--- src/inc/tms_pkg.sv ---
`default_nettype none

package tms_pkg;

	// ----------------------------------------------------------------
	// register offsets
	// ----------------------------------------------------------------
	localparam logic [7:0] TMS_REG_CHIP_DISABLE = 8'h01;
	localparam logic [7:0] TMS_REG_INTERVAL_COUNT = 8'h11;
	localparam logic [7:0] TMS_REG_INTERVAL_RANGE = 8'h12;
	localparam logic [7:0] TMS_REG_MODE_SELECT = 8'h13;
	localparam logic [7:0] TMS_REG_INT_STATUS = 8'h60;
	localparam logic [7:0] TMS_REG_EMIT_RANGE = 8'h90;
	localparam logic [7:0] TMS_REG_EMIT_FINE = 8'h91;
	localparam logic [7:0] TMS_REG_EMIT_THRESH = 8'h93;
	localparam logic [7:0] TMS_REG_COMMAND = 8'hB0;

	// ----------------------------------------------------------------
	// reset values and command codes
	// ----------------------------------------------------------------
	localparam logic [7:0] TMS_RST_CHIP_DISABLE = 8'h00;
	localparam logic [7:0] TMS_RST_INTERVAL_COUNT = 8'h00;
	localparam logic [7:0] TMS_RST_INTERVAL_RANGE = 8'h00;
	localparam logic [7:0] TMS_RST_MODE_SELECT = 8'h00;
	localparam logic [7:0] TMS_RST_EMIT_RANGE = 8'h00;
	localparam logic [7:0] TMS_RST_EMIT_FINE = 8'h00;
	localparam logic [7:0] TMS_RST_EMIT_THRESH = 8'h00;
	localparam logic [7:0] TMS_RST_INT_STATUS = 8'h80;
	localparam logic [7:0] TMS_CMD_SOFT_START = 8'h49;
	localparam logic [7:0] TMS_CMD_SOFT_RESET = 8'hD7;
	localparam logic [7:0] TMS_CMD_SOFT_CLEAR = 8'hD1;

	// ----------------------------------------------------------------
	// field positions
	// ----------------------------------------------------------------
	localparam int TMS_BIT_CHIP_DISABLE = 0;
	localparam int TMS_BIT_MODE_SINGLE = 0;
	localparam int TMS_BIT_DONE = 0;
	localparam int TMS_BIT_BROWNOUT = 7;
	localparam int TMS_SKIP_MSB = 3;
	localparam int TMS_EMIT_RANGE_MSB = 3;

	// ----------------------------------------------------------------
	// serial port and timing
	// ----------------------------------------------------------------
	localparam logic [6:0] TMS_I2C_ADDR = 7'h57; // arbitrary value
	localparam int TMS_CLK_PERIOD_NS = 5;
	localparam int TMS_TICK_TIME_NS = 450000;
	localparam int TMS_TICK_CYCLES = TMS_TICK_TIME_NS / TMS_CLK_PERIOD_NS;
	localparam int TMS_INTEG_TIME_NS = 100000;
	localparam int TMS_INTEG_CYCLES = TMS_INTEG_TIME_NS / TMS_CLK_PERIOD_NS;
	localparam int TMS_TICK_W = 17;
	localparam int TMS_INTEG_W = 17;
	localparam int TMS_INTERVAL_W = 24;

endpackage : tms_pkg

`default_nettype wire

--- src/hw/tms_i2c_slave.sv ---
`default_nettype none

module tms_i2c_slave (
	// clock and reset
	input wire logic i_sys_clk,
	input wire logic i_srst,
	// synchronised bus lines
	input wire logic i_scl,
	input wire logic i_sda,
	output logic o_sda_oe,
	// register access
	output logic o_wr_en,
	output logic [7:0] o_wr_addr,
	output logic [7:0] o_wr_data,
	output logic o_rd_en,
	output logic [7:0] o_rd_addr,
	input wire logic [7:0] i_rd_data
);
	import tms_pkg::*;

	typedef enum logic [3:0] {
		TMS_I_IDLE, TMS_I_ADDR, TMS_I_ACK_ADDR, TMS_I_PTR, TMS_I_ACK_PTR,
		TMS_I_WDATA, TMS_I_ACK_W, TMS_I_RDATA, TMS_I_RACK
	} tms_i2c_state_t;

	tms_i2c_state_t state;
	logic scl_q, sda_q, rw, master_ack;
	logic [3:0] cnt;
	logic [7:0] shift, tx, ptr;

	wire scl_rise = i_scl & ~scl_q;
	wire scl_fall = ~i_scl & scl_q;
	wire start_c = scl_q & i_scl & sda_q & ~i_sda;
	wire stop_c = scl_q & i_scl & ~sda_q & i_sda;
	wire rx_state = (state == TMS_I_ADDR) | (state == TMS_I_PTR) | (state == TMS_I_WDATA);
	wire [7:0] ptr_inc = ptr + 8'h01;
	wire load_first = scl_fall & (state == TMS_I_ACK_ADDR) & rw;
	wire load_next = scl_fall & (state == TMS_I_RACK) & master_ack;

	assign o_rd_addr = (state == TMS_I_RACK) ? ptr_inc : ptr;
	assign o_rd_en = load_first | load_next;

	always_ff @(posedge i_sys_clk) begin
		if (i_srst) begin
			state <= TMS_I_IDLE;
			scl_q <= 1'b1;
			sda_q <= 1'b1;
			rw <= 1'b0;
			master_ack <= 1'b0;
			cnt <= 4'h0;
			shift <= 8'h00;
			tx <= 8'h00;
			ptr <= 8'h00;
			o_sda_oe <= 1'b0;
			o_wr_en <= 1'b0;
			o_wr_addr <= 8'h00;
			o_wr_data <= 8'h00;
		end else begin
			scl_q <= i_scl;
			sda_q <= i_sda;
			o_wr_en <= 1'b0;
			if (start_c) begin
				state <= TMS_I_ADDR;
				cnt <= 4'h0;
				o_sda_oe <= 1'b0;
			end else if (stop_c) begin
				state <= TMS_I_IDLE;
				o_sda_oe <= 1'b0;
			end else if (scl_rise) begin
				if (rx_state) begin
					shift <= {shift[6:0], i_sda};
					cnt <= cnt + 4'h1;
				end
				if (state == TMS_I_RACK) begin
					master_ack <= ~i_sda;
				end
			end else if (scl_fall) begin
				case (state)
					TMS_I_ADDR: begin
						if (cnt == 4'h8) begin
							if (shift[7:1] == TMS_I2C_ADDR) begin
								rw <= shift[0];
								o_sda_oe <= 1'b1;
								state <= TMS_I_ACK_ADDR;
							end else begin
								state <= TMS_I_IDLE;
							end
						end
					end
					TMS_I_ACK_ADDR: begin
						cnt <= 4'h0;
						if (rw) begin
							tx <= {i_rd_data[6:0], 1'b0};
							o_sda_oe <= ~i_rd_data[7];
							state <= TMS_I_RDATA;
						end else begin
							o_sda_oe <= 1'b0;
							state <= TMS_I_PTR;
						end
					end
					TMS_I_PTR: begin
						if (cnt == 4'h8) begin
							ptr <= shift;
							o_sda_oe <= 1'b1;
							state <= TMS_I_ACK_PTR;
						end
					end
					TMS_I_WDATA: begin
						if (cnt == 4'h8) begin
							o_wr_en <= 1'b1;
							o_wr_addr <= ptr;
							o_wr_data <= shift;
							o_sda_oe <= 1'b1;
							state <= TMS_I_ACK_W;
						end
					end
					TMS_I_ACK_PTR, TMS_I_ACK_W: begin
						if (state == TMS_I_ACK_W) begin
							ptr <= ptr_inc;
						end
						cnt <= 4'h0;
						o_sda_oe <= 1'b0;
						state <= TMS_I_WDATA;
					end
					TMS_I_RDATA: begin
						if (cnt == 4'h7) begin
							o_sda_oe <= 1'b0;
							state <= TMS_I_RACK;
						end else begin
							o_sda_oe <= ~tx[7];
							tx <= {tx[6:0], 1'b0};
							cnt <= cnt + 4'h1;
						end
					end
					TMS_I_RACK: begin
						cnt <= 4'h0;
						if (master_ack) begin
							ptr <= ptr_inc;
							tx <= {i_rd_data[6:0], 1'b0};
							o_sda_oe <= ~i_rd_data[7];
							state <= TMS_I_RDATA;
						end else begin
							state <= TMS_I_IDLE;
						end
					end
					default: begin
						state <= TMS_I_IDLE;
					end
				endcase
			end
		end
	end

endmodule // tms_i2c_slave

`default_nettype wire

--- src/hw/tms_sync.sv ---
`default_nettype none

module tms_sync #(
	parameter int WIDTH = 1,
	parameter logic [WIDTH-1:0] RST_VAL = '0
) (
	// clock and reset
	input wire logic i_sys_clk,
	input wire logic i_srst,
	// asynchronous in, synchronous out
	input wire logic [WIDTH-1:0] i_async,
	output logic [WIDTH-1:0] o_sync
);

	logic [WIDTH-1:0] stage1;

	always_ff @(posedge i_sys_clk) begin
		if (i_srst) begin
			stage1 <= RST_VAL;
			o_sync <= RST_VAL;
		end else begin
			stage1 <= i_async;
			o_sync <= stage1;
		end
	end

endmodule // tms_sync

`default_nettype wire

--- src/hw/tms_tof_sequencer.sv ---
// Overview of operation
// power-on reset sets all registers to defaults and idles the sequencer
// chip select pin is active low and powers the blocks and serial port
// bit zero of chip disable register disables the chip; zero re-enables
// enable changes by pin or bit leave other registers untouched
// sample start trigger begins a measurement; host supplies it as needed
// start triggers during a running measurement are ignored
// command 0x49 acts as a sample start trigger
// command 0xD7 resets every register except the brownout flag
// command 0xD1 resets the sequencer, clears accumulators, stops sampling
// completion of each cycle shows on active-low open-drain interrupt
// reading interrupt status clears it
// single-shot mode idles after one measurement until the next trigger
// continuous mode restarts each measurement after the sampling period
// mode bit zero: zero continuous, one single-shot
// after reset the mode is continuous
// continuous mode raises the interrupt after every measurement
// interval count and range registers together set the sampling period
// pulsed emitter current scales with range times fine setting
// threshold current is driven only during integration
// interval is 450 us times one plus count shifted by skip exponent
// interrupt stays asserted until the status register is read
`default_nettype none

module tms_tof_sequencer #(
	parameter int TICK_CYCLES = tms_pkg::TMS_TICK_CYCLES,
	parameter int INTEG_CYCLES = tms_pkg::TMS_INTEG_CYCLES
) (
	// clock and power-on reset
	input wire logic i_sys_clk,
	input wire logic i_srst,
	// control pins
	input wire logic i_chip_select_low_n,
	input wire logic i_sample_start,
	input wire logic i_irq_enable,
	// serial register port
	input wire logic i_scl,
	input wire logic i_sda,
	output logic o_sda_out,
	output logic o_sda_oe,
	// interrupt pin, open drain
	output logic o_irq_n_out,
	output logic o_irq_n_oe,
	// emitter and status
	output logic o_chip_active,
	output logic o_integrating,
	output logic [11:0] o_emitter_code,
	output logic [7:0] o_threshold_code
);
	import tms_pkg::*;

	typedef enum logic [1:0] {
		TMS_S_IDLE, TMS_S_INTEG, TMS_S_WAIT
	} tms_seq_state_t;

	// ----------------------------------------------------------------
	// pin synchronisers
	// ----------------------------------------------------------------
	logic [3:0] pins_sync;
	logic cs_n_s, ss_s, scl_s, sda_s, ss_q;

	tms_sync #(
		.WIDTH(4),
		.RST_VAL(4'b1011)
	) u_pin_sync (
		.i_sys_clk(i_sys_clk),
		.i_srst(i_srst),
		.i_async({i_chip_select_low_n, i_sample_start, i_scl, i_sda}),
		.o_sync(pins_sync)
	);

	assign cs_n_s = pins_sync[3];
	assign ss_s = pins_sync[2];
	assign scl_s = pins_sync[1];
	assign sda_s = pins_sync[0];

	// ----------------------------------------------------------------
	// serial register port
	// ----------------------------------------------------------------
	logic wr_en, rd_en, sda_oe_i;
	logic [7:0] wr_addr, wr_data, rd_addr, rd_data;
	wire port_rst = i_srst | cs_n_s;

	tms_i2c_slave u_i2c (
		.i_sys_clk(i_sys_clk),
		.i_srst(port_rst),
		.i_scl(scl_s),
		.i_sda(sda_s),
		.o_sda_oe(sda_oe_i),
		.o_wr_en(wr_en),
		.o_wr_addr(wr_addr),
		.o_wr_data(wr_data),
		.o_rd_en(rd_en),
		.o_rd_addr(rd_addr),
		.i_rd_data(rd_data)
	);

	// ----------------------------------------------------------------
	// register decode
	// ----------------------------------------------------------------
	logic [7:0] chip_disable_control;
	logic [7:0] sampling_interval_count;
	logic [7:0] sampling_interval_range;
	logic [7:0] sampling_mode_select;
	logic [7:0] interrupt_status;
	logic [7:0] emitter_current_range;
	logic [7:0] emitter_current_fine;
	logic [7:0] emitter_threshold_current;

	wire wr_cmd = wr_en & (wr_addr == TMS_REG_COMMAND);
	wire cmd_start = wr_cmd & (wr_data == TMS_CMD_SOFT_START);
	wire cmd_soft_reset = wr_cmd & (wr_data == TMS_CMD_SOFT_RESET);
	wire cmd_soft_clear = wr_cmd & (wr_data == TMS_CMD_SOFT_CLEAR);
	wire reg_rst = i_srst | cmd_soft_reset;
	wire wr_disable = wr_en & (wr_addr == TMS_REG_CHIP_DISABLE);
	wire wr_count = wr_en & (wr_addr == TMS_REG_INTERVAL_COUNT);
	wire wr_range = wr_en & (wr_addr == TMS_REG_INTERVAL_RANGE);
	wire wr_mode = wr_en & (wr_addr == TMS_REG_MODE_SELECT);
	wire wr_emit_range = wr_en & (wr_addr == TMS_REG_EMIT_RANGE);
	wire wr_emit_fine = wr_en & (wr_addr == TMS_REG_EMIT_FINE);
	wire wr_emit_thresh = wr_en & (wr_addr == TMS_REG_EMIT_THRESH);
	wire rd_status = rd_en & (rd_addr == TMS_REG_INT_STATUS);

	assign rd_data =
		(rd_addr == TMS_REG_CHIP_DISABLE) ? chip_disable_control :
		(rd_addr == TMS_REG_INTERVAL_COUNT) ? sampling_interval_count :
		(rd_addr == TMS_REG_INTERVAL_RANGE) ? sampling_interval_range :
		(rd_addr == TMS_REG_MODE_SELECT) ? sampling_mode_select :
		(rd_addr == TMS_REG_INT_STATUS) ? interrupt_status :
		(rd_addr == TMS_REG_EMIT_RANGE) ? emitter_current_range :
		(rd_addr == TMS_REG_EMIT_FINE) ? emitter_current_fine :
		(rd_addr == TMS_REG_EMIT_THRESH) ? emitter_threshold_current :
		8'h00;

	// ----------------------------------------------------------------
	// configuration registers
	// ----------------------------------------------------------------
	// chip enable changes never reach these resets
	always_ff @(posedge i_sys_clk) begin
		if (reg_rst) begin
			chip_disable_control <= TMS_RST_CHIP_DISABLE;
			sampling_interval_count <= TMS_RST_INTERVAL_COUNT;
			sampling_interval_range <= TMS_RST_INTERVAL_RANGE;
			sampling_mode_select <= TMS_RST_MODE_SELECT;
			emitter_current_range <= TMS_RST_EMIT_RANGE;
			emitter_current_fine <= TMS_RST_EMIT_FINE;
			emitter_threshold_current <= TMS_RST_EMIT_THRESH;
		end else begin
			if (wr_disable) begin
				chip_disable_control <= wr_data;
			end
			if (wr_count) begin
				sampling_interval_count <= wr_data;
			end
			if (wr_range) begin
				sampling_interval_range <= wr_data;
			end
			if (wr_mode) begin
				sampling_mode_select <= wr_data;
			end
			if (wr_emit_range) begin
				emitter_current_range <= wr_data;
			end
			if (wr_emit_fine) begin
				emitter_current_fine <= wr_data;
			end
			if (wr_emit_thresh) begin
				emitter_threshold_current <= wr_data;
			end
		end
	end

	// ----------------------------------------------------------------
	// chip enable
	// ----------------------------------------------------------------
	wire next_active = ~cs_n_s & ~chip_disable_control[TMS_BIT_CHIP_DISABLE];
	wire single_mode = sampling_mode_select[TMS_BIT_MODE_SINGLE];

	// ----------------------------------------------------------------
	// trigger detection
	// ----------------------------------------------------------------
	tms_seq_state_t state;
	wire ss_rise = ss_s & ~ss_q;
	wire trigger = ss_rise | cmd_start;
	// reset, the soft reset and soft clear commands and any disable all idle the sequencer
	wire seq_clear = i_srst | cmd_soft_reset | cmd_soft_clear | ~next_active;
	wire accept = trigger & (state == TMS_S_IDLE);

	// ----------------------------------------------------------------
	// sampling interval
	// ----------------------------------------------------------------
	logic [TMS_TICK_W-1:0] tick_cnt;
	logic [TMS_INTEG_W-1:0] integ_cnt;
	logic [TMS_INTERVAL_W-1:0] interval_cnt;
	logic [TMS_INTERVAL_W-1:0] interval_ticks;
	logic [3:0] skip;
	logic tick;

	assign skip = sampling_interval_range[TMS_SKIP_MSB:0];
	// period in ticks: one plus count shifted by the skip exponent
	assign interval_ticks = ({16'h0000, sampling_interval_count} << skip)
		+ 24'h00_0001;
	assign tick = (tick_cnt == TMS_TICK_W'(TICK_CYCLES - 1));
	wire integ_done = (state == TMS_S_INTEG) & (integ_cnt == TMS_INTEG_W'(INTEG_CYCLES - 1));
	wire interval_done = (interval_cnt >= interval_ticks);

	// 450 us tick, phase aligned to each accepted start trigger
	always_ff @(posedge i_sys_clk) begin
		if (seq_clear | accept | tick) begin
			tick_cnt <= '0;
		end else begin
			tick_cnt <= tick_cnt + TMS_TICK_W'(1);
		end
	end

	// ticks since the current measurement started
	always_ff @(posedge i_sys_clk) begin
		if (seq_clear | accept) begin
			interval_cnt <= '0;
		end else if (state == TMS_S_WAIT & interval_done) begin
			interval_cnt <= '0;
		end else if (tick & ~interval_done) begin
			interval_cnt <= interval_cnt + TMS_INTERVAL_W'(1);
		end
	end

	// integration timer, doubles as the accumulator clear point
	always_ff @(posedge i_sys_clk) begin
		if (seq_clear | state != TMS_S_INTEG) begin
			integ_cnt <= '0;
		end else begin
			integ_cnt <= integ_cnt + TMS_INTEG_W'(1);
		end
	end

	// ----------------------------------------------------------------
	// measurement sequencer
	// ----------------------------------------------------------------
	// edge detector tracks the pin even while a command or disable holds the sequencer clear; power-on reset holds it low
	always_ff @(posedge i_sys_clk) begin
		if (i_srst) begin
			ss_q <= 1'b0;
		end else begin
			ss_q <= ss_s;
		end
	end

	always_ff @(posedge i_sys_clk) begin
		if (seq_clear) begin
			state <= TMS_S_IDLE;
		end else begin
			case (state)
				TMS_S_IDLE: begin
					if (accept) begin
						state <= TMS_S_INTEG;
					end
				end
				TMS_S_INTEG: begin
					if (integ_done) begin
						if (single_mode) begin
							state <= TMS_S_IDLE;
						end else begin
							state <= TMS_S_WAIT;
						end
					end
				end
				TMS_S_WAIT: begin
					if (single_mode) begin
						state <= TMS_S_IDLE;
					end else if (interval_done) begin
						state <= TMS_S_INTEG;
					end
				end
				default: begin
					state <= TMS_S_IDLE;
				end
			endcase
		end
	end

	// ----------------------------------------------------------------
	// interrupt status
	// ----------------------------------------------------------------
	// soft reset: power-on value in every bit but the brownout flag
	logic [7:0] soft_status;
	always_comb begin
		soft_status = TMS_RST_INT_STATUS;
		soft_status[TMS_BIT_BROWNOUT] = interrupt_status[TMS_BIT_BROWNOUT];
	end

	// a completion in the read cycle survives the clear
	always_ff @(posedge i_sys_clk) begin
		if (i_srst) begin
			interrupt_status <= TMS_RST_INT_STATUS;
		end else if (cmd_soft_reset) begin
			interrupt_status <= soft_status;
		end else begin
			if (integ_done) begin
				interrupt_status[TMS_BIT_DONE] <= 1'b1;
			end else if (rd_status) begin
				interrupt_status[TMS_BIT_DONE] <= 1'b0;
			end
			if (rd_status) begin
				interrupt_status[TMS_BIT_BROWNOUT] <= 1'b0;
			end
		end
	end

	// ----------------------------------------------------------------
	// pin outputs
	// ----------------------------------------------------------------
	wire integrating = (state == TMS_S_INTEG);
	wire next_irq_oe = i_irq_enable & interrupt_status[TMS_BIT_DONE];
	wire [7:0] next_threshold = integrating ? emitter_threshold_current : 8'h00;
	// code over 3825 is the fraction of full-scale current
	wire [11:0] emit_product = {8'h00, emitter_current_range[TMS_EMIT_RANGE_MSB:0]}
		* {4'h0, emitter_current_fine};

	// open-drain pins only ever pull low
	always_ff @(posedge i_sys_clk) begin
		if (i_srst) begin
			o_sda_out <= 1'b0;
			o_sda_oe <= 1'b0;
			o_irq_n_out <= 1'b0;
			o_irq_n_oe <= 1'b0;
			o_chip_active <= 1'b0;
			o_integrating <= 1'b0;
			o_emitter_code <= 12'h000;
			o_threshold_code <= 8'h00;
		end else begin
			o_sda_out <= 1'b0;
			o_sda_oe <= sda_oe_i & ~cs_n_s;
			o_irq_n_out <= 1'b0;
			o_irq_n_oe <= next_irq_oe;
			o_chip_active <= next_active;
			o_integrating <= integrating;
			o_emitter_code <= emit_product;
			o_threshold_code <= next_threshold;
		end
	end

endmodule // tms_tof_sequencer

`default_nettype wire

--- config.mk ---
export PLATFORM = sky130hd
export DESIGN_NAME = tms_tof_sequencer
export DESIGN_NICKNAME = d
export VERILOG_FILES = /design/src/inc/tms_pkg.sv /design/src/hw/tms_i2c_slave.sv /design/src/hw/tms_sync.sv /design/src/hw/tms_tof_sequencer.sv
export SDC_FILE = /design/constraint.sdc
export NUM_CORES = 1
export LEC_CHECK = 0
export CAP_MARGIN = 20
export CELL_PAD_IN_SITES_DETAIL_PLACEMENT = 1
export CELL_PAD_IN_SITES_GLOBAL_PLACEMENT = 1
export CORE_MARGIN = 2
export CORE_UTILIZATION = 53
export DETAILED_ROUTE_END_ITERATION = 8
export DONT_BUFFER_PORTS = 1
export PLACE_DENSITY_LB_ADDON = 0.2
export SYNTH_ARGS = -nofsm -noshare
export SYNTH_HDL_FRONTEND = slang
export SYNTH_SLANG_ARGS = --single-unit
--- constraint.sdc ---
create_clock -name i_sys_clk -period 11.3 [get_ports i_sys_clk]
set_input_delay 0.565 -clock i_sys_clk [delete_from_list [all_inputs] [get_ports i_sys_clk]]
set_output_delay 0.565 -clock i_sys_clk [all_outputs]
set_load 0.02 [all_outputs]
# Yosys cells after proc, flatten, opt, wreduce, memory -nomap -nowiden
# Cells that the tools add are included.
[word_totals]
word_cells = 239
register_bits = 205
inputBits = 7
[op_classes]
bitwise = 60
n_shift = 1
add_sub_neg = 6
eq_ne = 55
mul = 1
n_mux = 50
n_reduce_logical = 29
n_lt_le_gt_ge = 1
[ops]
columns = ["op", "count"]
rows = [
  ["8-bit 2-to-1 mux", 15],
  ["8-bit == test (second input constant)", 9],
  ["24-bit by 1-bit adder with 24-bit output (second input constant)", 2],
  ["8-bit by 5-bit == test with 1-bit output (second input constant)", 6],
  ["8-bit case mux with 3 select lines", 2],
  ["17-bit by 1-bit adder with 17-bit output (second input constant)", 2],
  ["4-bit 2-to-1 mux", 8],
  ["1-bit bitwise AND", 31],
  ["4-bit case mux with 7 select lines", 1],
  ["24-bit >= comparator", 1],
  ["8-bit by 4-bit left shift with 24-bit output", 1],
  ["4-bit by 3-bit == test with 1-bit output (second input constant)", 5],
  ["1-bit inverter", 18],
  ["6-bit AND reduction", 3],
  ["17-bit by 15-bit == test with 1-bit output (second input constant)", 1],
  ["17-bit == test (second input constant)", 1],
  ["8-bit by 1-bit == test with 1-bit output (second input constant)", 2],
  ["8-bit by 7-bit == test with 1-bit output (second input constant)", 2],
  ["2-bit != test (second input constant)", 8],
  ["8-bit AND reduction", 2],
  ["7-bit AND reduction", 2],
  ["1-bit 2-to-1 mux", 13],
  ["4-bit by 8-bit multiplier with 12-bit output", 1],
  ["2-bit 2-to-1 mux", 6],
  ["30 further kinds", 61],
]

# Logic depth before layout (Yosys ltp)
[depth]
depth_word = 14
ltp_mapped = 19
ltp_nobuf = 17

# Cells and area by module
# From an unflattened synthesis, not the netlist that was laid out.
[hier_totals]
hier_cells = 1288
hier_area_um2 = 11255.8
[by_module_without_submodules]
columns = ["module", "cells_per_inst", "area_each_um2", "instances"]
rows = [
  ["tms_tof_sequencer", 942, 8164.1, 1],
  ["tms_i2c_slave", 330, 2881.5, 1],
  ["tms_sync", 16, 210.2, 1],
]

# Worst setup path before layout
# Ideal clock, no wire load.
[synth_path]
path_type = "reg-to-reg"
startpoint = "reg sampling_interval_range[1]"
endpoint = "reg interval_cnt[10]"
synth_period_minus_slack_ps = 4098
setup_slack_ps = 7202
setup_ps = 70
stages_incl_launch_ff = 19
n_path_buf = 2
t_arrival_ps = 4028
cell_sequence = "dfxtp_1 > clkbuf_1 > or3_1 > nor3_1 > ha_1 > and3_1 > nand2_1 > nor3_1 > xnor2_1 > ha_1 > a21o_1 > a21o_1 > a2111oi_0 > nor3b_1 > nor3_2 > nand4b_1 > clkbuf_1 > or3_1 > a21oi_1"
[synth_between]
elab_chain_cells = 5
elab_cells_between_ends = 7
classes_between = "1 x add/sub; 1 x order compare; 1 x shift; 3 x bitwise; 1 x reduce/logical"
[synth_lines]
columns = ["element", "line", "source"]
rows = [
  ["start: declaration", "tms_tof_sequencer.sv:103", "logic [7:0] sampling_interval_range;"],
  ["start signal: assignment", "tms_tof_sequencer.sv:156", "sampling_interval_range <= wr_data;"],
  ["8-bit by 4-bit left shift with 24-bit output (*)", "tms_tof_sequencer.sv:201", "assign interval_ticks = ({16'h0000, sampling_interval_count} << skip)"],
  ["24-bit by 1-bit adder with 24-bit output (*)", "tms_tof_sequencer.sv:202", "+ 24'h00_0001;"],
  ["24-bit >= comparator (*)", "tms_tof_sequencer.sv:205", "wire interval_done = (interval_cnt >= interval_ticks);"],
  ["1-bit bitwise AND or 1-bit inverter (tied branches)", "tms_tof_sequencer.sv:220, tms_tof_sequencer.sv:222", ""],
  ["2-bit OR reduction (no source line) or 1-bit bitwise AND (tied branches)", "-", ""],
  ["end signal: assignment", "tms_tof_sequencer.sv:223", "interval_cnt <= interval_cnt + TMS_INTERVAL_W'(1);"],
  ["end: declaration", "tms_tof_sequencer.sv:194", "logic [TMS_INTERVAL_W-1:0] interval_cnt;"],
]
# Mark *: on every way between the ends. The rest lies on a longest branch, timed or not.
# A chain may end at the register's enable or synchronous reset.

# Worst setup path after layout
[layout_path]
startpoint = "reg sampling_interval_range[0]"
endpoint = "reg interval_cnt[10]"
# Same word-level chain as after synthesis.

==> key figures <==
CTS
  • Clock sink total: 204
  • CTS Buf Count: 24
  • Post-CTS Setup Repair Bufs: 0
  • Clock Tree Root: clkbuf_16
  • CTS tree: done
  • # hold bufs at CTS: 0
  • Clock Path Buffers: 3
  • H-tree depth: 1
  • Clock Pin Slew Worst Setup and Hold Paths: 0.07 ns
  • Clock Latency Late Sink: 0.52 ns
  • Resize count post-CTS: 0

Critical path
  • Critical path's top delay family: simple AND/OR/NAND/NOR gates
  • R2r startpoint: sampling_interval_range[0]
  • CP required: 11.74 ns
  • Critical path buffer and inverter count: 0
  • CP peak stage delay: 0.50 ns
  • Critical path endpoint category: flip-flop
  • Crit path from: sampling_interval_range[0]
  • Crit Path Class: reg -> reg
  • Arrival time worst endpoint: 5.20 ns
  • CP max FO: 16
  • Slowest-stage cell, CP: or3_1
  • Worst path cell trace: or3_1 > nor3_1 > ha_1 > and3_1 > nand2_1 > nor3_1 > xnor2_1 > ha_1 > a21o_1 > a21o_1 > a2111oi_0 > nor3b_1 > nor3_2 > nand4b_1 > or3_1 > a21oi_1
  • Startpoint types: flip-flop

Place
  • Placer congestion estimate: 0.863
  • # port buffers: 0
  • DP HPWL: 21000 µm

Synthesis
  • Syn Std Cell Area: 11200 µm²
  • Post-synth EDFFs: 0
  • Most common cell in the netlist: nor2_1
  • Post-synthesis sequential area ratio: 36.5%
  • Cell variety after synth: 81
  • Area contributors post-synth: dfxtp_1 37%, mux2i_1 7.8%, nor2_1 6.9%, ha_1 5.3%, nand2_1 3.9%
  • Synthesized flop and latch total: 204
  • Post-synth top area share: 36.5%
  • Synthesized area per cell: 8.39 µm²
  • Synth area leader: dfxtp_1
  • Most common library cells after synthesis: 207 x nor2_1, 204 x dfxtp_1, 116 x nand2_1
  • Syn Inst Count: 1334
  • Synthesis Warnings: 0
  • Synth Flop Type: dfxtp_1
  • FFs w/ async S/R, synth: 0%

Timing
  • Post-route clock period utilization: 42.1%
  • Slew @ Worst Pin: 1.02 ns
  • Final Hold Vio Count: 0
  • Unrepaired setup endpoints after global routing: no
  • Minimum clock period: 4.75 ns
  • Fin. max-slew vios: 0
  • F_max: 210 MHz
  • Worst Skew: 0.0158 ns
  • # setup viols final: 0
  • TNS Setup: 0 ns
  • Slew HR: 31.7%

Power and ir drop
  • Internal Power: 1.23 mW
  • Switch share: 20.9%
  • PwrDens: 128 nW/µm²
  • VDD IR max: 0.000126 V
  • Clk network pwr share: 52.8%
  • Static Leak: 4.75 nW
  • Sw power: 0.325 mW
  • Sequential share of power: 46.3%
  • Logic pwr share: 0.9%
  • Tot Pwr: 1.56 mW

Floorplanning
  • IO Pins: 33
  • Initial core utilization: 53.6%
  • Die height: 149 µm
  • Chip width: 149 µm
  • Core Footprint: 20900 µm²
  • DIE AREA: 22300 µm²
  • Site row count: 53

Layout
  • Core Util, Final: 58.1%
  • Layout cells sized above 1: 6.42%
  • N_diodes: 0
  • Layout area overhead: 8.47%
  • NumNets Final: 1358

Routing
  • Final ANT Viol Nets: 0
  • Drt drc: 0
  • First-pass DRT Iterations: 5
  • Total number of vias: 9389
  • WL final: 30000 µm
  • WL/cell: 18.9 µm
  • DR vias/cell: 5.93
  • Starting DRT DRC Count: 454

Min path
  • Worst hold path type: in -> reg
  • Min-delay src: i_srst

Global routing
  • Initial antenna violation count: 0
  • First-pass GRT wire length: 49500 µm
  • GRT overflow: 0
  • Vias in the first global route: 9747
  • Largest net degree at the start of global routing: 58
  • Tot GR Track Use: 27.1%

Run
  • Max Cap Violations: 0

Status
  • Status: complete, no violations
==> stage by stage <==
stage	hold WS (ns)	instances	cell area (µm²)	setup slack, ns
after floorplan	0.389	1335	11200	7.20
after detailed placement	0.399	1539	11300	6.58
after CTS	0.109	1582	12100	6.51
final	0.130	1584	12100	6.55
after global placement	0.393	1539	11300	6.79
after global routing	0.108	1584	12100	6.08
==> power by group through the flow <==
stage | logic, mW | clock network (mW) | registers [mW]
final | 0.0140 | 0.822 | 0.722
after global routing | 0.0156 | 0.865 | 0.722
after CTS | 0.0133 | 0.833 | 0.722
after detailed placement | 0.0131 | 0 | 0.738
after global placement | 0.0129 | 0 | 0.738
after floorplan | 0.0123 | 0 | 0.738
==> registers in the layout (all words and copies together) (netlist names), 12 cells and up <==
register	count
integ_cnt	17
tick_cnt	17
interval_cnt	24
o_emitter_code	12
==> path summary, 6_finish.rpt <==
path                          endpoint  slack, ns  cells past startpoint
hold / removal    u_pin_sync.stage1[2]       0.13                      1
hold reg to reg   u_pin_sync.o_sync[0]       0.41                      1
setup reg to reg      interval_cnt[10]       6.55                     16
setup / recovery      interval_cnt[10]       6.55                     16
==> layout by cell type, fill, tap and decap left out, types with 25 or more instances in the layout <==
cell type	count
and3_1	26
nor3_1	29
o21ai_0	38
and2_1	30
xnor2_1	39
nor2_1	207
a21oi_1	64
ha_1	47
xor2_1	26
dfxtp_1	204
nand4_1	25
mux2i_1	87
inv_1	36
nand2_1	116
nand3_1	52
==> layer usage <==
layer | wire, µm | vias up | part of all wire (%) | global-route usage (%)
met1 | 13300 | 4596 | 44 | 33.5
met2 | 15000 | 163 | 50 | 49.3
met4 | 800 | 0 | 2.7 | 8.14
met5 | 0 | - | 0 | 0
li1 | - | 4562 | - | -
met3 | 929 | 68 | 3.1 | 3.30
==> cell families after synthesis <==
kind of cell,count (synthesis),share of synthesized area (%)
simple gates,591,26.1
flops,204,36.5
compound gates,203,11.9
buf+inv,115,4.25
mux,94,8.59
xor+xnor,65,5.09
fa+ha+maj,60,7.49
other cells,2,0.0671
==> layout make-up <==
| class | instances | area (µm²) |
|---|---|---|
| clock buffers | 32 | 671 |
| fillers | 2481 | 8750 |
| repair buffers | 9 | 87.6 |
| well taps | 275 | 344 |
| multi-input cells | 1016 | 6640 |
| inverters | 37 | 139 |
| flip-flops and latches | 204 | 4080 |
| clock inverters | 11 | 169 |
(Power assumes the default switching activity.)
